[config.mk]
export PLATFORM = sky130hd
export DESIGN_NAME = rhcf_user_cfg
export DESIGN_NICKNAME = d
export VERILOG_FILES = /design/src/common/rhcf_pkg.sv /design/src/logic/rhcf_user_cfg.sv /design/src/logic/rhcf_sync.sv
export SDC_FILE = /design/constraint.sdc
export NUM_CORES = 1
export LEC_CHECK = 0
export ABC_AREA = 1
export ABC_CLOCK_PERIOD_IN_PS = 1500
export BUFFER_PORTS_ARGS = -buffer_cell sky130_fd_sc_hd__buf_2
export CORE_ASPECT_RATIO = 1.5
export CORE_UTILIZATION = 54
export DETAILED_ROUTE_END_ITERATION = 12
export PLACE_DENSITY = 0.75
export SLEW_MARGIN = 10
export SYNTH_ARGS = -nofsm -noshare
export SYNTH_HDL_FRONTEND = slang
export SYNTH_SLANG_ARGS = --single-unit
[constraint.sdc]
create_clock -name ref_clk_i -period 1.5 [get_ports ref_clk_i]
set_input_delay 0.15 -clock ref_clk_i [delete_from_list [all_inputs] [get_ports ref_clk_i]]
set_output_delay 0.15 -clock ref_clk_i [all_outputs]
set_load 0.01 [all_outputs]
[src/common/rhcf_pkg.sv]
// constants and types for the sensor user configuration register
`default_nettype none
package rhcf_pkg;
  localparam logic [7:0] RHCF_CFG_RESET = 8'h3A;
  localparam logic [7:0] RHCF_RSVD_MASK = 8'h3A;
  localparam int RHCF_BIT_RES_HIGH = 7;
  localparam int RHCF_BIT_SUPPLY_LOW = 6;
  localparam int RHCF_BIT_HEATER = 2;
  localparam int RHCF_BIT_RES_LOW = 0;
  // bus address and command codes: arbitrary values
  localparam logic [6:0] RHCF_DEV_ADDR = 7'h2A;
  localparam logic [7:0] RHCF_CMD_WRITE_REG = 8'hA1;
  localparam logic [7:0] RHCF_CMD_READ_REG = 8'hA2;
  localparam logic [3:0] RHCF_BYTE_BITS = 4'h8;

  // resolution_select: 00 12/14, 01 8/12, 10 10/13, 11 11/11 (rh/temp bits)
  typedef struct packed {
    logic resolution_select_high;
    logic heater_on;
    logic resolution_select_low;
  } rhcf_cfg_t;

  localparam rhcf_cfg_t RHCF_CFG_INIT = '{
    resolution_select_high: RHCF_CFG_RESET[RHCF_BIT_RES_HIGH],
    heater_on: RHCF_CFG_RESET[RHCF_BIT_HEATER],
    resolution_select_low: RHCF_CFG_RESET[RHCF_BIT_RES_LOW]};

  typedef enum logic [3:0] {
    RHCF_ST_IDLE = 4'h0,
    RHCF_ST_ADDR = 4'h1,
    RHCF_ST_ACK_ADDR = 4'h3,
    RHCF_ST_CMD = 4'h2,
    RHCF_ST_ACK_CMD = 4'h6,
    RHCF_ST_WDATA = 4'h7,
    RHCF_ST_ACK_WDATA = 4'h5,
    RHCF_ST_RDATA = 4'h4,
    RHCF_ST_RACK = 4'hC,
    RHCF_ST_IGNORE = 4'hD
  } rhcf_state_t;

  // register byte as seen on a read
  function automatic logic [7:0] rhcf_pack(input rhcf_cfg_t c,
                                           input logic low);
    logic [7:0] b;
    b = RHCF_RSVD_MASK;
    b[RHCF_BIT_RES_HIGH] = c.resolution_select_high;
    b[RHCF_BIT_SUPPLY_LOW] = low;
    b[RHCF_BIT_HEATER] = c.heater_on;
    b[RHCF_BIT_RES_LOW] = c.resolution_select_low;
    return b;
  endfunction
endpackage
`default_nettype wire

[src/logic/rhcf_user_cfg.sv]
// user configuration register with its two-wire serial slave
//
// Behaviour
// - after reset the register reads 0011_1010: resolution 00, heater off.
// - resolution selector is bit 7 high, bit 0 low; four rh/temp pairings.
// - bit 6 shows supply low, read only; writes to it are ignored.
// - heater runs while bit 2 is one and stops while it is zero.
// - bits 5, 4, 3 and 1 always read one and ignore writes.
// - read: start, addr+w, read cmd, restart, addr+r, one byte, nack, stop.
// - write: start, addr+w, write cmd, data byte, stop; all three acked.
// - no checksum byte follows the register byte on a read.
`default_nettype none
module rhcf_user_cfg
  import rhcf_pkg::*;
(
  input wire logic ref_clk_i,
  input wire logic rst_n_i,
  input wire logic scl_i,
  input wire logic sda_i,
  output logic sda_o,
  output logic sda_oe_o,
  input wire logic supply_low_i,
  output logic heater_on_o,
  output logic [1:0] resolution_select_o
);
  logic [2:0] sync_w;
  logic scl_s;
  logic sda_s;
  logic supply_low_s;

  rhcf_sync #(.WIDTH(3)) u_sync (
    .ref_clk_i(ref_clk_i),
    .rst_n_i(rst_n_i),
    .async_i({scl_i, sda_i, supply_low_i}),
    .sync_o(sync_w)
  );
  assign scl_s = sync_w[2];
  assign sda_s = sync_w[1];
  assign supply_low_s = sync_w[0];

  // bus condition detection on the synchronised pins
  logic scl_q_r;
  logic sda_q_r;
  logic scl_rise;
  logic scl_fall;
  logic start_det;
  logic stop_det;

  always_ff @(posedge ref_clk_i) begin
    if (!rst_n_i) begin
      scl_q_r <= 1'b1;
      sda_q_r <= 1'b1;
    end else begin
      scl_q_r <= scl_s;
      sda_q_r <= sda_s;
    end
  end

  assign scl_rise = scl_s && !scl_q_r;
  assign scl_fall = !scl_s && scl_q_r;
  assign start_det = scl_s && scl_q_r && sda_q_r && !sda_s;
  assign stop_det = scl_s && scl_q_r && !sda_q_r && sda_s;

  // protocol and register state
  rhcf_state_t state_r, state_nxt;
  logic [3:0] cnt_r, cnt_nxt;
  logic [7:0] shift_r, shift_nxt;
  logic oe_r, oe_nxt;
  logic rd_r, rd_nxt;
  logic read_pend_r, read_pend_nxt;
  logic write_cmd_r, write_cmd_nxt;
  rhcf_cfg_t cfg_r, cfg_nxt;

  always_comb begin
    state_nxt = state_r;
    cnt_nxt = cnt_r;
    shift_nxt = shift_r;
    oe_nxt = oe_r;
    rd_nxt = rd_r;
    read_pend_nxt = read_pend_r;
    write_cmd_nxt = write_cmd_r;
    cfg_nxt = cfg_r;
    if (stop_det) begin
      state_nxt = RHCF_ST_IDLE;
      oe_nxt = 1'b0;
      read_pend_nxt = 1'b0;
    end else if (start_det) begin
      // a repeated start keeps a pending read command alive
      state_nxt = RHCF_ST_ADDR;
      cnt_nxt = 4'h0;
      oe_nxt = 1'b0;
    end else begin
      unique case (state_r)
        RHCF_ST_IDLE, RHCF_ST_IGNORE: begin
          oe_nxt = 1'b0;
        end
        RHCF_ST_ADDR, RHCF_ST_CMD, RHCF_ST_WDATA: begin
          if (scl_rise && cnt_r != RHCF_BYTE_BITS) begin
            shift_nxt = {shift_r[6:0], sda_s};
            cnt_nxt = cnt_r + 4'h1;
          end else if (scl_fall && cnt_r == RHCF_BYTE_BITS) begin
            cnt_nxt = 4'h0;
            state_nxt = RHCF_ST_IGNORE;
            if (state_r == RHCF_ST_ADDR) begin
              if (shift_r[7:1] == RHCF_DEV_ADDR &&
                  (!shift_r[0] || read_pend_r)) begin
                state_nxt = RHCF_ST_ACK_ADDR;
                oe_nxt = 1'b1;
                rd_nxt = shift_r[0];
              end
            end else if (state_r == RHCF_ST_CMD) begin
              // unknown commands are not acknowledged
              if (shift_r == RHCF_CMD_WRITE_REG ||
                  shift_r == RHCF_CMD_READ_REG) begin
                state_nxt = RHCF_ST_ACK_CMD;
                oe_nxt = 1'b1;
                write_cmd_nxt = (shift_r == RHCF_CMD_WRITE_REG);
                read_pend_nxt = (shift_r == RHCF_CMD_READ_REG);
              end
            end else begin
              // only the writable fields are taken from the byte
              cfg_nxt.resolution_select_high =
                shift_r[RHCF_BIT_RES_HIGH];
              cfg_nxt.heater_on = shift_r[RHCF_BIT_HEATER];
              cfg_nxt.resolution_select_low =
                shift_r[RHCF_BIT_RES_LOW];
              // bits 6,5,4,3,1 of the byte are dropped
              state_nxt = RHCF_ST_ACK_WDATA;
              oe_nxt = 1'b1;
            end
          end
        end
        RHCF_ST_ACK_ADDR: begin
          if (scl_fall) begin
            if (rd_r) begin
              shift_nxt = rhcf_pack(cfg_r, supply_low_s);
              oe_nxt = !shift_nxt[7];
              read_pend_nxt = 1'b0;
              state_nxt = RHCF_ST_RDATA;
            end else begin
              oe_nxt = 1'b0;
              read_pend_nxt = 1'b0;
              state_nxt = RHCF_ST_CMD;
            end
          end
        end
        RHCF_ST_ACK_CMD: begin
          if (scl_fall) begin
            oe_nxt = 1'b0;
            // a read command waits for the repeated start
            state_nxt = write_cmd_r ? RHCF_ST_WDATA : RHCF_ST_IGNORE;
          end
        end
        RHCF_ST_ACK_WDATA: begin
          if (scl_fall) begin
            // a second data byte would be left unacknowledged
            oe_nxt = 1'b0;
            state_nxt = RHCF_ST_IGNORE;
          end
        end
        RHCF_ST_RDATA: begin
          if (scl_rise) begin
            cnt_nxt = cnt_r + 4'h1;
          end else if (scl_fall) begin
            if (cnt_r == RHCF_BYTE_BITS) begin
              oe_nxt = 1'b0;
              cnt_nxt = 4'h0;
              state_nxt = RHCF_ST_RACK;
            end else begin
              shift_nxt = {shift_r[6:0], 1'b1};
              oe_nxt = !shift_r[6];
            end
          end
        end
        RHCF_ST_RACK: begin
          // ack or nack alike: no checksum byte follows
          if (scl_rise) begin
            state_nxt = RHCF_ST_IGNORE;
          end
        end
        default: begin
          state_nxt = RHCF_ST_IDLE;
          oe_nxt = 1'b0;
        end
      endcase
    end
  end

  always_ff @(posedge ref_clk_i) begin
    if (!rst_n_i) begin
      state_r <= RHCF_ST_IDLE;
      cnt_r <= 4'h0;
      shift_r <= 8'h00;
      oe_r <= 1'b0;
      rd_r <= 1'b0;
      read_pend_r <= 1'b0;
      write_cmd_r <= 1'b0;
      cfg_r <= RHCF_CFG_INIT;
    end else begin
      state_r <= state_nxt;
      cnt_r <= cnt_nxt;
      shift_r <= shift_nxt;
      oe_r <= oe_nxt;
      rd_r <= rd_nxt;
      read_pend_r <= read_pend_nxt;
      write_cmd_r <= write_cmd_nxt;
      cfg_r <= cfg_nxt;
    end
  end

  // open drain: only ever pulls low
  assign sda_o = 1'b0;
  assign sda_oe_o = oe_r;
  assign heater_on_o = cfg_r.heater_on;
  assign resolution_select_o = {cfg_r.resolution_select_high,
                                cfg_r.resolution_select_low};
endmodule // rhcf_user_cfg
`default_nettype wire

[src/logic/rhcf_sync.sv]
// two flip-flop synchroniser for pin-level inputs
`default_nettype none
module rhcf_sync #(
  parameter int WIDTH = 3
) (
  input wire logic ref_clk_i,
  input wire logic rst_n_i,
  input wire logic [WIDTH-1:0] async_i,
  output logic [WIDTH-1:0] sync_o
);
  logic [WIDTH-1:0] meta_r;
  logic [WIDTH-1:0] sync_r;

  always_ff @(posedge ref_clk_i) begin
    if (!rst_n_i) begin
      meta_r <= '1;
      sync_r <= '1;
    end else begin
      meta_r <= async_i;
      sync_r <= meta_r;
    end
  end

  assign sync_o = sync_r;
endmodule // rhcf_sync
`default_nettype wire

==> impl_summary.md, run 1 <==
Outcome
The run finished, with violations left. The checks that failed: negative setup slack.

GRT
The number of antenna violations at the first check in global routing is 0. Entering global routing, the biggest net connects 15 pins. The overall fraction of global-route tracks in use is 32.48%.

The first global-routing pass estimated 9.045 mm of wire. For this run the aggregate overflow at the end of global routing stands at 0. The via count of the first global-routing pass is 1993.

Logic synthesis
Of all flip-flops after synthesis, the portion carrying an async set or reset was 0%. The number of synthesized flops with an enable pin is 0. The area fraction of the dominant cell type after synthesis is 32.44%.

The mean instance size in the synthesized netlist is 6.552 µm². Synthesis produced a netlist with a net count of 302. The proportion of synthesized chip area in sequential cells is 32.44%. The synthesized flop and latch total is 31.

In the post-synthesis netlist, the cell with the most instances is sky130_fd_sc_hd__nand2_1. Synthesis produced about 300 cells. The synthesized netlist occupies a cell area of between 1500 and 2000 µm². The most common flop cell mapped by yosys is sky130_fd_sc_hd__dfxtp_1.

Of all cell types, the one taking the most synthesized area is sky130_fd_sc_hd__dfxtp_1. Counting instances in the post-synthesis netlist gives the leading cell types as sky130_fd_sc_hd__nand2_1 (67), sky130_fd_sc_hd__nor2_1 (48), sky130_fd_sc_hd__inv_1 (34), sky130_fd_sc_hd__dfxtp_1 (31), sky130_fd_sc_hd__nand3_1 (21). By area the synthesized netlist is led by sky130_fd_sc_hd__dfxtp_1 (32%), sky130_fd_sc_hd__nand2_1 (13%), sky130_fd_sc_hd__nor2_1 (9.4%). The number of different library cells used by synthesis comes to 31. For this run, the number of Yosys warnings is 0.

Clocking
CTS placed an instance of sky130_fd_sc_hd__clkbuf_8 at the clock tree root. The maximum level of the CTS H-tree is 2. The latest clock arrival within the worst-skew pair is around 0.3 ns. The number of buffers between clock root and the deepest sink is 2.

The clock transition time at the flip-flop clock pins of the worst setup and hold paths is 0.07 ns. The number of hold buffers added after cts is 0. The TritonCTS clock tree is yes. The CTS sink count is 31. Buffers inserted during clock tree synthesis total 5.

Routing
In the routed design, unresolved DRC markers number 0. For this block, the routed nets add up to 7.443 mm of wire. The via count is 2368. In the final routed layout, each cell accounts on average for 18.80 µm. The via count normalized by instance count is 5.980. The number of search-and-repair iterations in the first detailed-routing pass is 5. The DRC violation total after the first TritonRoute iteration is 168. The remaining number of nets flagged by the antenna check after routing is 0.

Floorplan
The initial standard-cell utilization of the core is 56.55%. In this run the horizontal extent of the chip is 50.60 µm. The number of cell rows is 26. The total die area is 3790 µm².

The I/O pin count is 10. The die height is around 75 µm. The placeable core area is 3383 µm².

Critical path
Data on the critical path is required at its endpoint by 1.73 ns. Tracing the worst setup path back leads to its startpoint at u_sync.sync_o[2]$_SDFF_PN1_. Data arrives at the worst endpoint at 1.89 ns. On the worst path, the slowest cell contributes a delay of 0.37 ns. STA classifies the critical path endpoint as a flip-flop.

Walking the worst path, the cells encountered are ha_4 -> nand2_2 -> nor2_4 -> nor2_4 -> o21ai_2 -> nor3_4 -> buf_2 -> nand3_2 -> a21oi_2. The dominant cell type by count on the critical path is sky130_fd_sc_hd__nor2_4. The peak fanout along the critical path is 5. The slowest stage cell on the critical path is sky130_fd_sc_hd__dfxtp_4. The kind of critical path is flip-flop to flip-flop. The cell class contributing the biggest share of worst-path delay is simple AND/OR/NAND/NOR gates. Counting both buffers and inverters, the worst setup path holds a total of 1.

The terminus of the critical flop-to-flop path is shift_r[7]$_SDFFE_PN0P_. The start of the worst register-to-register path is u_sync.sync_o[2]$_SDFF_PN1_. For the worst flop-to-flop path, the logic depth is 9. The register-to-register path setup slack is -0.16 ns.

STA classifies the critical path startpoint as a flip-flop.

Flow run
Max-cap violations in this run came to 0.

Power and ir drop
Total power for the finished layout comes to 1.947 mW. The total leakage power is 1.292 nW. The peak ir drop on the vdd network is between 0.9 and 1 mV.

Dividing total power by cell area gives a power density of 683.0 nW/µm².

Worst hold path
The launch point of the worst hold path is sda_i. The worst hold path stage count is 2. In this run the worst hold path is classified as input pin to flip-flop. The end point of the worst hold path is u_sync.meta_r[1]$_SDFF_PN1_.

Cells and area
0 antenna diodes ended up in the layout. The storage element area is 641.9 µm². The area growth from synthesis to layout is 48.99%. The area taken by multi-input logic gates is 1425 µm².

The share of final-layout standard cells stronger than drive strength 1 is 46.05%. Fill cells in the final layout number 190. In the final design database the tool counted 363 nets. For this run, the share of the core covered by cells in the final layout is between 80% and 90%.

STA
The final critical delay including setup and external delays is roughly 1.7 ns. The tightest hold margin is 0.03204 ns. Setup violations remaining at the end of the flow were counted as 23. The final number of max-transition violations came to 0. The minimum setup slack in the final design is -0.1582 ns. The maximum clock rate is 603.1 MHz.

On the final layout, the worst clock skew is just under 0.009 ns. The number of failing hold endpoints at the final stage was 0. The post-route clock period utilization is 110.5%. Setup repair after global routing could not meet its margin everywhere.

Placement
The worst-case setup slack after placement is -0.1694 ns. The last weighted congestion value of the routability-driven placer is 0.9123. Input and output buffers added on the ports amount to 8. The wire-length estimate of the detail-placed layout is 3.759 mm.
[worst max-delay path by stage]
| stage | depth (start not counted) | end | slack (ns) |
|---|---|---|---|
| floorplan | 9 | shift_r[1]$_SDFFE_PN0P_ | 0.01 |
| global placement | 11 | state_r[0]$_SDFFE_PP0P_ | -0.10 |
| detailed placement | 9 | resolution_select_o[0]$_SDFFE_PN0P_ | -0.17 |
| CTS | 11 | state_r[0]$_SDFFE_PP0P_ | -0.04 |
| global route | 9 | shift_r[7]$_SDFFE_PN0P_ | -0.22 |
| finish | 9 | shift_r[7]$_SDFFE_PN0P_ | -0.16 |
[where the power goes]
part           total (mW)  switching [mW]  leakage, nW  internal (mW)
clock network       0.771           0.353       0.0505          0.417
registers           0.859          0.0201        0.255          0.839
logic               0.317           0.185        0.986          0.132
[repair_timing]
item	in CTS	in global routing
cloned	0	1
resized for setup	43	64
pin swaps	5	19
endpoints found under the setup margin	23	23
buffers inserted	3	6
[worst reg2reg max path, delay by kind of cell (launching register included)]
family,cells,cell delay [ns]
compound gates,2,0.22
simple gates,5,0.59
fa+ha+maj,1,0.18
flops,1,0.37
buf+inv,1,0.23
[layout make-up]
type,count,area share [%]
clock inverters,1,0.2634
flip-flops and latches,31,22.52
inverters,39,5.312
repair buffers,59,16.68
clock buffers,7,3.380
well taps,42,1.844
multi-input cells,217,50.00
[sequential cells by signal, summed over array words and instances (netlist names)]
signal and count:
u_sync.sync_o 3, rd_r 1, u_sync.meta_r 3, write_cmd_r 1
scl_q_r 1, state_r 4, read_pend_r 1, cnt_r 4
heater_on_o 1, sda_oe_o 1, shift_r 8, resolution_select_o 2
sda_q_r 1
[metal layers]
layer | routed length, µm | up-vias | GRT usage (%)
li1 | - | 1053 | -
met1 | 2476 | 1070 | 30.93
met2 | 3782 | 183 | 59.56
met3 | 645 | 62 | 6.465
met4 | 539 | 0 | 26.85
met5 | 0 | - | 0
[placed cells by master, fill, tap and decap left out, types with 2 or more instances in the layout]
master / Yosys / final
sky130_fd_sc_hd__a21oi_1: 18 / 13
sky130_fd_sc_hd__a21oi_2: 3 / 7
sky130_fd_sc_hd__buf_12: 0 / 2
sky130_fd_sc_hd__buf_2: 0 / 9
sky130_fd_sc_hd__buf_4: 1 / 40
sky130_fd_sc_hd__buf_6: 2 / 8
sky130_fd_sc_hd__clkbuf_8: 0 / 7
sky130_fd_sc_hd__dfxtp_1: 31 / 24
sky130_fd_sc_hd__dfxtp_2: 0 / 2
sky130_fd_sc_hd__dfxtp_4: 0 / 5
sky130_fd_sc_hd__ha_2: 0 / 2
sky130_fd_sc_hd__ha_4: 0 / 2
sky130_fd_sc_hd__inv_1: 34 / 28
sky130_fd_sc_hd__inv_2: 4 / 8
sky130_fd_sc_hd__inv_4: 0 / 2
sky130_fd_sc_hd__nand2_1: 67 / 57
sky130_fd_sc_hd__nand2_2: 5 / 12
sky130_fd_sc_hd__nand2_4: 3 / 6
sky130_fd_sc_hd__nand3_1: 21 / 11
sky130_fd_sc_hd__nand3_2: 6 / 7
sky130_fd_sc_hd__nand3_4: 1 / 10
sky130_fd_sc_hd__nand4_1: 3 / 3
sky130_fd_sc_hd__nor2_1: 48 / 33
sky130_fd_sc_hd__nor2_2: 2 / 9
sky130_fd_sc_hd__nor2_4: 1 / 9
sky130_fd_sc_hd__nor3_2: 0 / 2
sky130_fd_sc_hd__o211ai_1: 2 / 2
sky130_fd_sc_hd__o21ai_0: 14 / 7
sky130_fd_sc_hd__o21ai_1: 2 / 5
sky130_fd_sc_hd__o21ai_2: 0 / 4
sky130_fd_sc_hd__or2_2: 7 / 7
[cells by family (layout without fill, tap and decap cells)]
kind of cell	count (synthesis)	after routing	synth area share, %
DFF	31	31	32.44
other	1	1	0.1960
adders and majority gates	5	5	3.270
buffers and inverters	44	106	9.614
xor gates and xnor gates	2	2	0.9158
and+or+nand+nor	168	168	41.66
AOI/OAI and AO/OA	41	41	11.90
[metrics by stage]
step                cell area [µm²]  std cells  setup TNS (ns)
floorplan                      1918        292               0
global placement               2306        378          -1.125
detailed placement             2306        378          -1.979
CTS                            2560        389         -0.3266
global route                   2850        396          -3.506
finish                         2850        396          -2.116
(Power assumes the default switching activity.)
==> inputs of run 2 (changes only) <==
--- a/config.mk
+++ b/config.mk
@@ -9,9 +9,10 @@
 export ABC_CLOCK_PERIOD_IN_PS = 1500
 export BUFFER_PORTS_ARGS = -buffer_cell sky130_fd_sc_hd__buf_2
 export CORE_ASPECT_RATIO = 1.5
-export CORE_UTILIZATION = 54
+export CORE_UTILIZATION = 57
+export CTS_BUF_LIST = sky130_fd_sc_hd__clkbuf_4
 export DETAILED_ROUTE_END_ITERATION = 12
-export PLACE_DENSITY = 0.75
+export PLACE_DENSITY = 0.78
 export SLEW_MARGIN = 10
 export SYNTH_ARGS = -nofsm -noshare
 export SYNTH_HDL_FRONTEND = slang
==> impl_summary.md, run 2 (synthesis gave the netlist of run 1 again) <==
Outcome
The flow ran to the end, but the final reports show violations. The final reports fail on negative setup slack.

Routing
The DRC violation total after the first TritonRoute iteration is 149 (-11%). The via count normalized by instance count is 5.985 (about the same). The remaining routing DRC violations is 0 (unchanged). The remaining number of nets flagged by the antenna check after routing is 0 (unchanged). The number of search-and-repair iterations in the first detailed-routing pass came to 8 (+3). The detailed-route wire length is 7.202 mm (-3.2%). The via count is 2382 (+0.59%). The final routed wire length divided by cell count is 18.10 µm (-3.7%).

Floorplan
The number of cell rows is 25 (-3.8%). The placeable core area came to 3191 µm² (-5.7%). The die height is 72.96 µm (-2.6%). The I/O pin count is 10 (unchanged). The initial standard-cell utilization of the core is 59.96% (+3.4 points). The horizontal die dimension is 49.30 µm (-2.6%). The total die area is 3597 µm² (-5.1%).

STA
The number of failing hold endpoints at the final stage is 0 (unchanged). The maximum clock rate is 538.3 MHz (-11%). The tightest hold margin is 0.1705 ns (+0.1384 ns).

The final critical delay including setup and external delays is 1.858 ns (+0.1995 ns). The count of endpoints failing setup in the final report came to 23 (unchanged). The total negative slack is -2.816 ns (-0.7008 ns). Setup repair after global routing could not meet its margin everywhere. The setup clock skew after layout is 0.01591 ns (+0.007070 ns). The minimum setup slack in the final design is -0.3577 ns (-0.1995 ns).

The final number of max-transition violations was 0 (unchanged). The post-route clock period utilization is 123.8% (+13 points).

Clocking
The CTS sink count is 31 (unchanged). The clock transition time at the flip-flop clock pins of the worst setup and hold paths is 0.12 ns (+0.05 ns). The buffer cell driving the clock tree root is sky130_fd_sc_hd__clkbuf_4. The latest clock arrival within the worst-skew pair is 0.37 ns (+0.07 ns). The number of buffers between clock root and the deepest sink is 2 (unchanged).

The maximum level of the CTS H-tree was 2 (unchanged). TritonCTS built the clock tree. The number of clock buffers inserted by TritonCTS is 5 (unchanged).

Worst hold path
The worst hold path stage count is 3 (+1). The worst hold path begins at rst_n_i. The worst hold path belongs to the class input pin to flip-flop.

Cells and area
The flip-flop count of the largest register after layout is 8 (unchanged). The final antenna diode count was 0 (unchanged). The net total in the final layout is 367 (+1.1%).

The filler cell count in the final layout is 162 (-15%). The share of final-layout standard cells stronger than drive strength 1 came to 45.25% (-0.79 points). The share of the core filled with cells came to 86.55% (+2.3 points). The area taken by multi-input logic gates is 1360 µm² (-4.6%).

In the layout the commonest cells are sky130_fd_sc_hd__nand2_1 (56), sky130_fd_sc_hd__buf_4 (44), sky130_fd_sc_hd__nor2_1 (36). The largest registers in the layout are shift_r x8, cnt_r x4, state_r x4. Leaving out fill and tap cells, the most frequent cell in the layout is sky130_fd_sc_hd__nand2_1. The layout-stage area growth over the synthesis result is 44.34%. The register with the most flip-flops in the final layout is shift_r. The storage element area came to 640.6 µm² (-0.20%).

Placement
The worst-case setup slack after placement is -0.1797 ns (-0.01030 ns). The number of input and output port buffers inserted was 8 (unchanged). The HPWL reported at the end of detailed placement is 3.717 mm (-1.1%).

The last weighted congestion value of the routability-driven placer was 0.9994 (+9.5%).

Critical path
The peak fanout along the critical path is 4 (-1). The endpoint arrival time on the critical path is 2.14 ns (+0.25 ns). The critical path in this run is classified as flip-flop to flip-flop. The startpoint identified for the worst register-to-register timing path is scl_q_r$_SDFF_PN1_. The largest stage delay on the critical path is 0.40 ns (+0.03 ns). The signal on the critical path passes through ha_4 -> nand2_2 -> nor2_2 -> nor2_4 -> nand3_1 -> nor2_1 -> o21ai_0 -> a21oi_1. The required time reported for the critical path endpoint was 1.79 ns (+0.06 ns). The slowest stage cell on the critical path is sky130_fd_sc_hd__dfxtp_4. The worst setup path is captured at a flip-flop. The path depth of the worst reg2reg path was 8 (-1). The critical path startpoint is scl_q_r$_SDFF_PN1_. The type of element launching the critical path is a flip-flop.

Power and ir drop
The peak ir drop on the vdd network is 0.8072 mV (-17%). The share of power burned in the clock network is 31.0% (-8.6 points). The part of the power in combinational logic is 18.2% (+1.9 points). The total leakage power came to 1.291 nW (about the same).

The total power consumption of the routed design is 1.688 mW (-13%). The reported net switching power was 0.5398 mW (-3.4%). The internal cell power came to 1.148 mW (-17%).

The power density normalized to cell area is 611.4 nW/µm² (-10%). The sequential group share of total power is 50.9% (+6.8 points). The switching part of the total power is 31.97% (+3.3 points).

Flow run
The max-capacitance violation count is 0 (unchanged).

GRT
The largest net degree at the start of global routing is 15 (unchanged). The overall fraction of global-route tracks in use is 35.07% (+2.6 points). The global-route wire length before repair was 9.377 mm (+3.7%). The via count of the first global-routing pass is 2107 (+5.7%). The number of antenna violations at the first check in global routing is 0 (unchanged). The leftover overflow at the end of global routing came to 0 (unchanged).
==> run 2: cell count changes in the layout (fill, tap and decap cells not counted), sizes merged <==
cell         before  now
clkinv            1    2
clkinvlp          1    2
clkbuf            7    5
dlygate4sd3       0    3
buf              59   60
==> run 2: area by class of cell <==
class | count | share of cell area [%]
Tap cell | 40 | 1.812
Timing Repair Buffer | 63 | 18.08
Clock inverter | 3 | 0.7250
Multi-Input combinational cell | 217 | 49.25
Clock buffer | 5 | 1.359
Sequential cell | 31 | 23.20
Inverter | 39 | 5.573
==> run 2: what timing repair did <==
| item | in CTS | in global routing |
|---|---|---|
| buffers inserted | 2 | 9 |
| pin swaps | 13 | 14 |
| hold buffers | 3 | 0 |
| gates resized for setup | 36 | 56 |
| endpoints found under the setup margin | 23 | 23 |
| endpoints found under the hold margin | 3 | 0 |
==> run 2: metal layers <==
layer	share of wire [%]	up-vias	global-route usage, %
li1	-	1054	-
met1	34	1073	33.80
met2	49	180	64.99
met3	8.4	75	6.667
met4	8.8	0	26.14
met5	0	-	0
==> run 2: metrics by stage <==
step	cells	cell area, µm²
floorplan	292	1918
global placement	376	2278
detailed placement	376	2278
CTS	389	2497
global route	398	2761
finish	398	2761
==> run 2: power by group through the flow <==
stage | logic (mW) | clock network [mW] | registers, mW
2_1_floorplan | 0.139 | 0 | 0.879
3_3_place_gp | 0.214 | 0 | 0.876
3_5_place_dp | 0.220 | 0 | 0.878
4_1_cts | 0.253 | 0.500 | 0.861
5_1_grt | 0.325 | 0.554 | 0.861
6_report | 0.307 | 0.523 | 0.859
==> run 2: critical path, delay by kind of cell, from the launching register on <==
kind / cells / cell delay [ns]
AO/OA/AOI/OAI: 2 / 0.34
adder cells (fa/ha/maj): 1 / 0.17
flip-flops: 1 / 0.40
AND/OR/NAND/NOR: 5 / 0.87
==> run 2: path summary, 6_finish.rpt <==
check,slack (ns),to
max reg2reg,-0.36,rd_r$_SDFFE_PN0P_
max,-0.36,rd_r$_SDFFE_PN0P_
min reg2reg,0.44,u_sync.sync_o[0]$_SDFF_PN1_
min,0.17,scl_q_r$_SDFF_PN1_
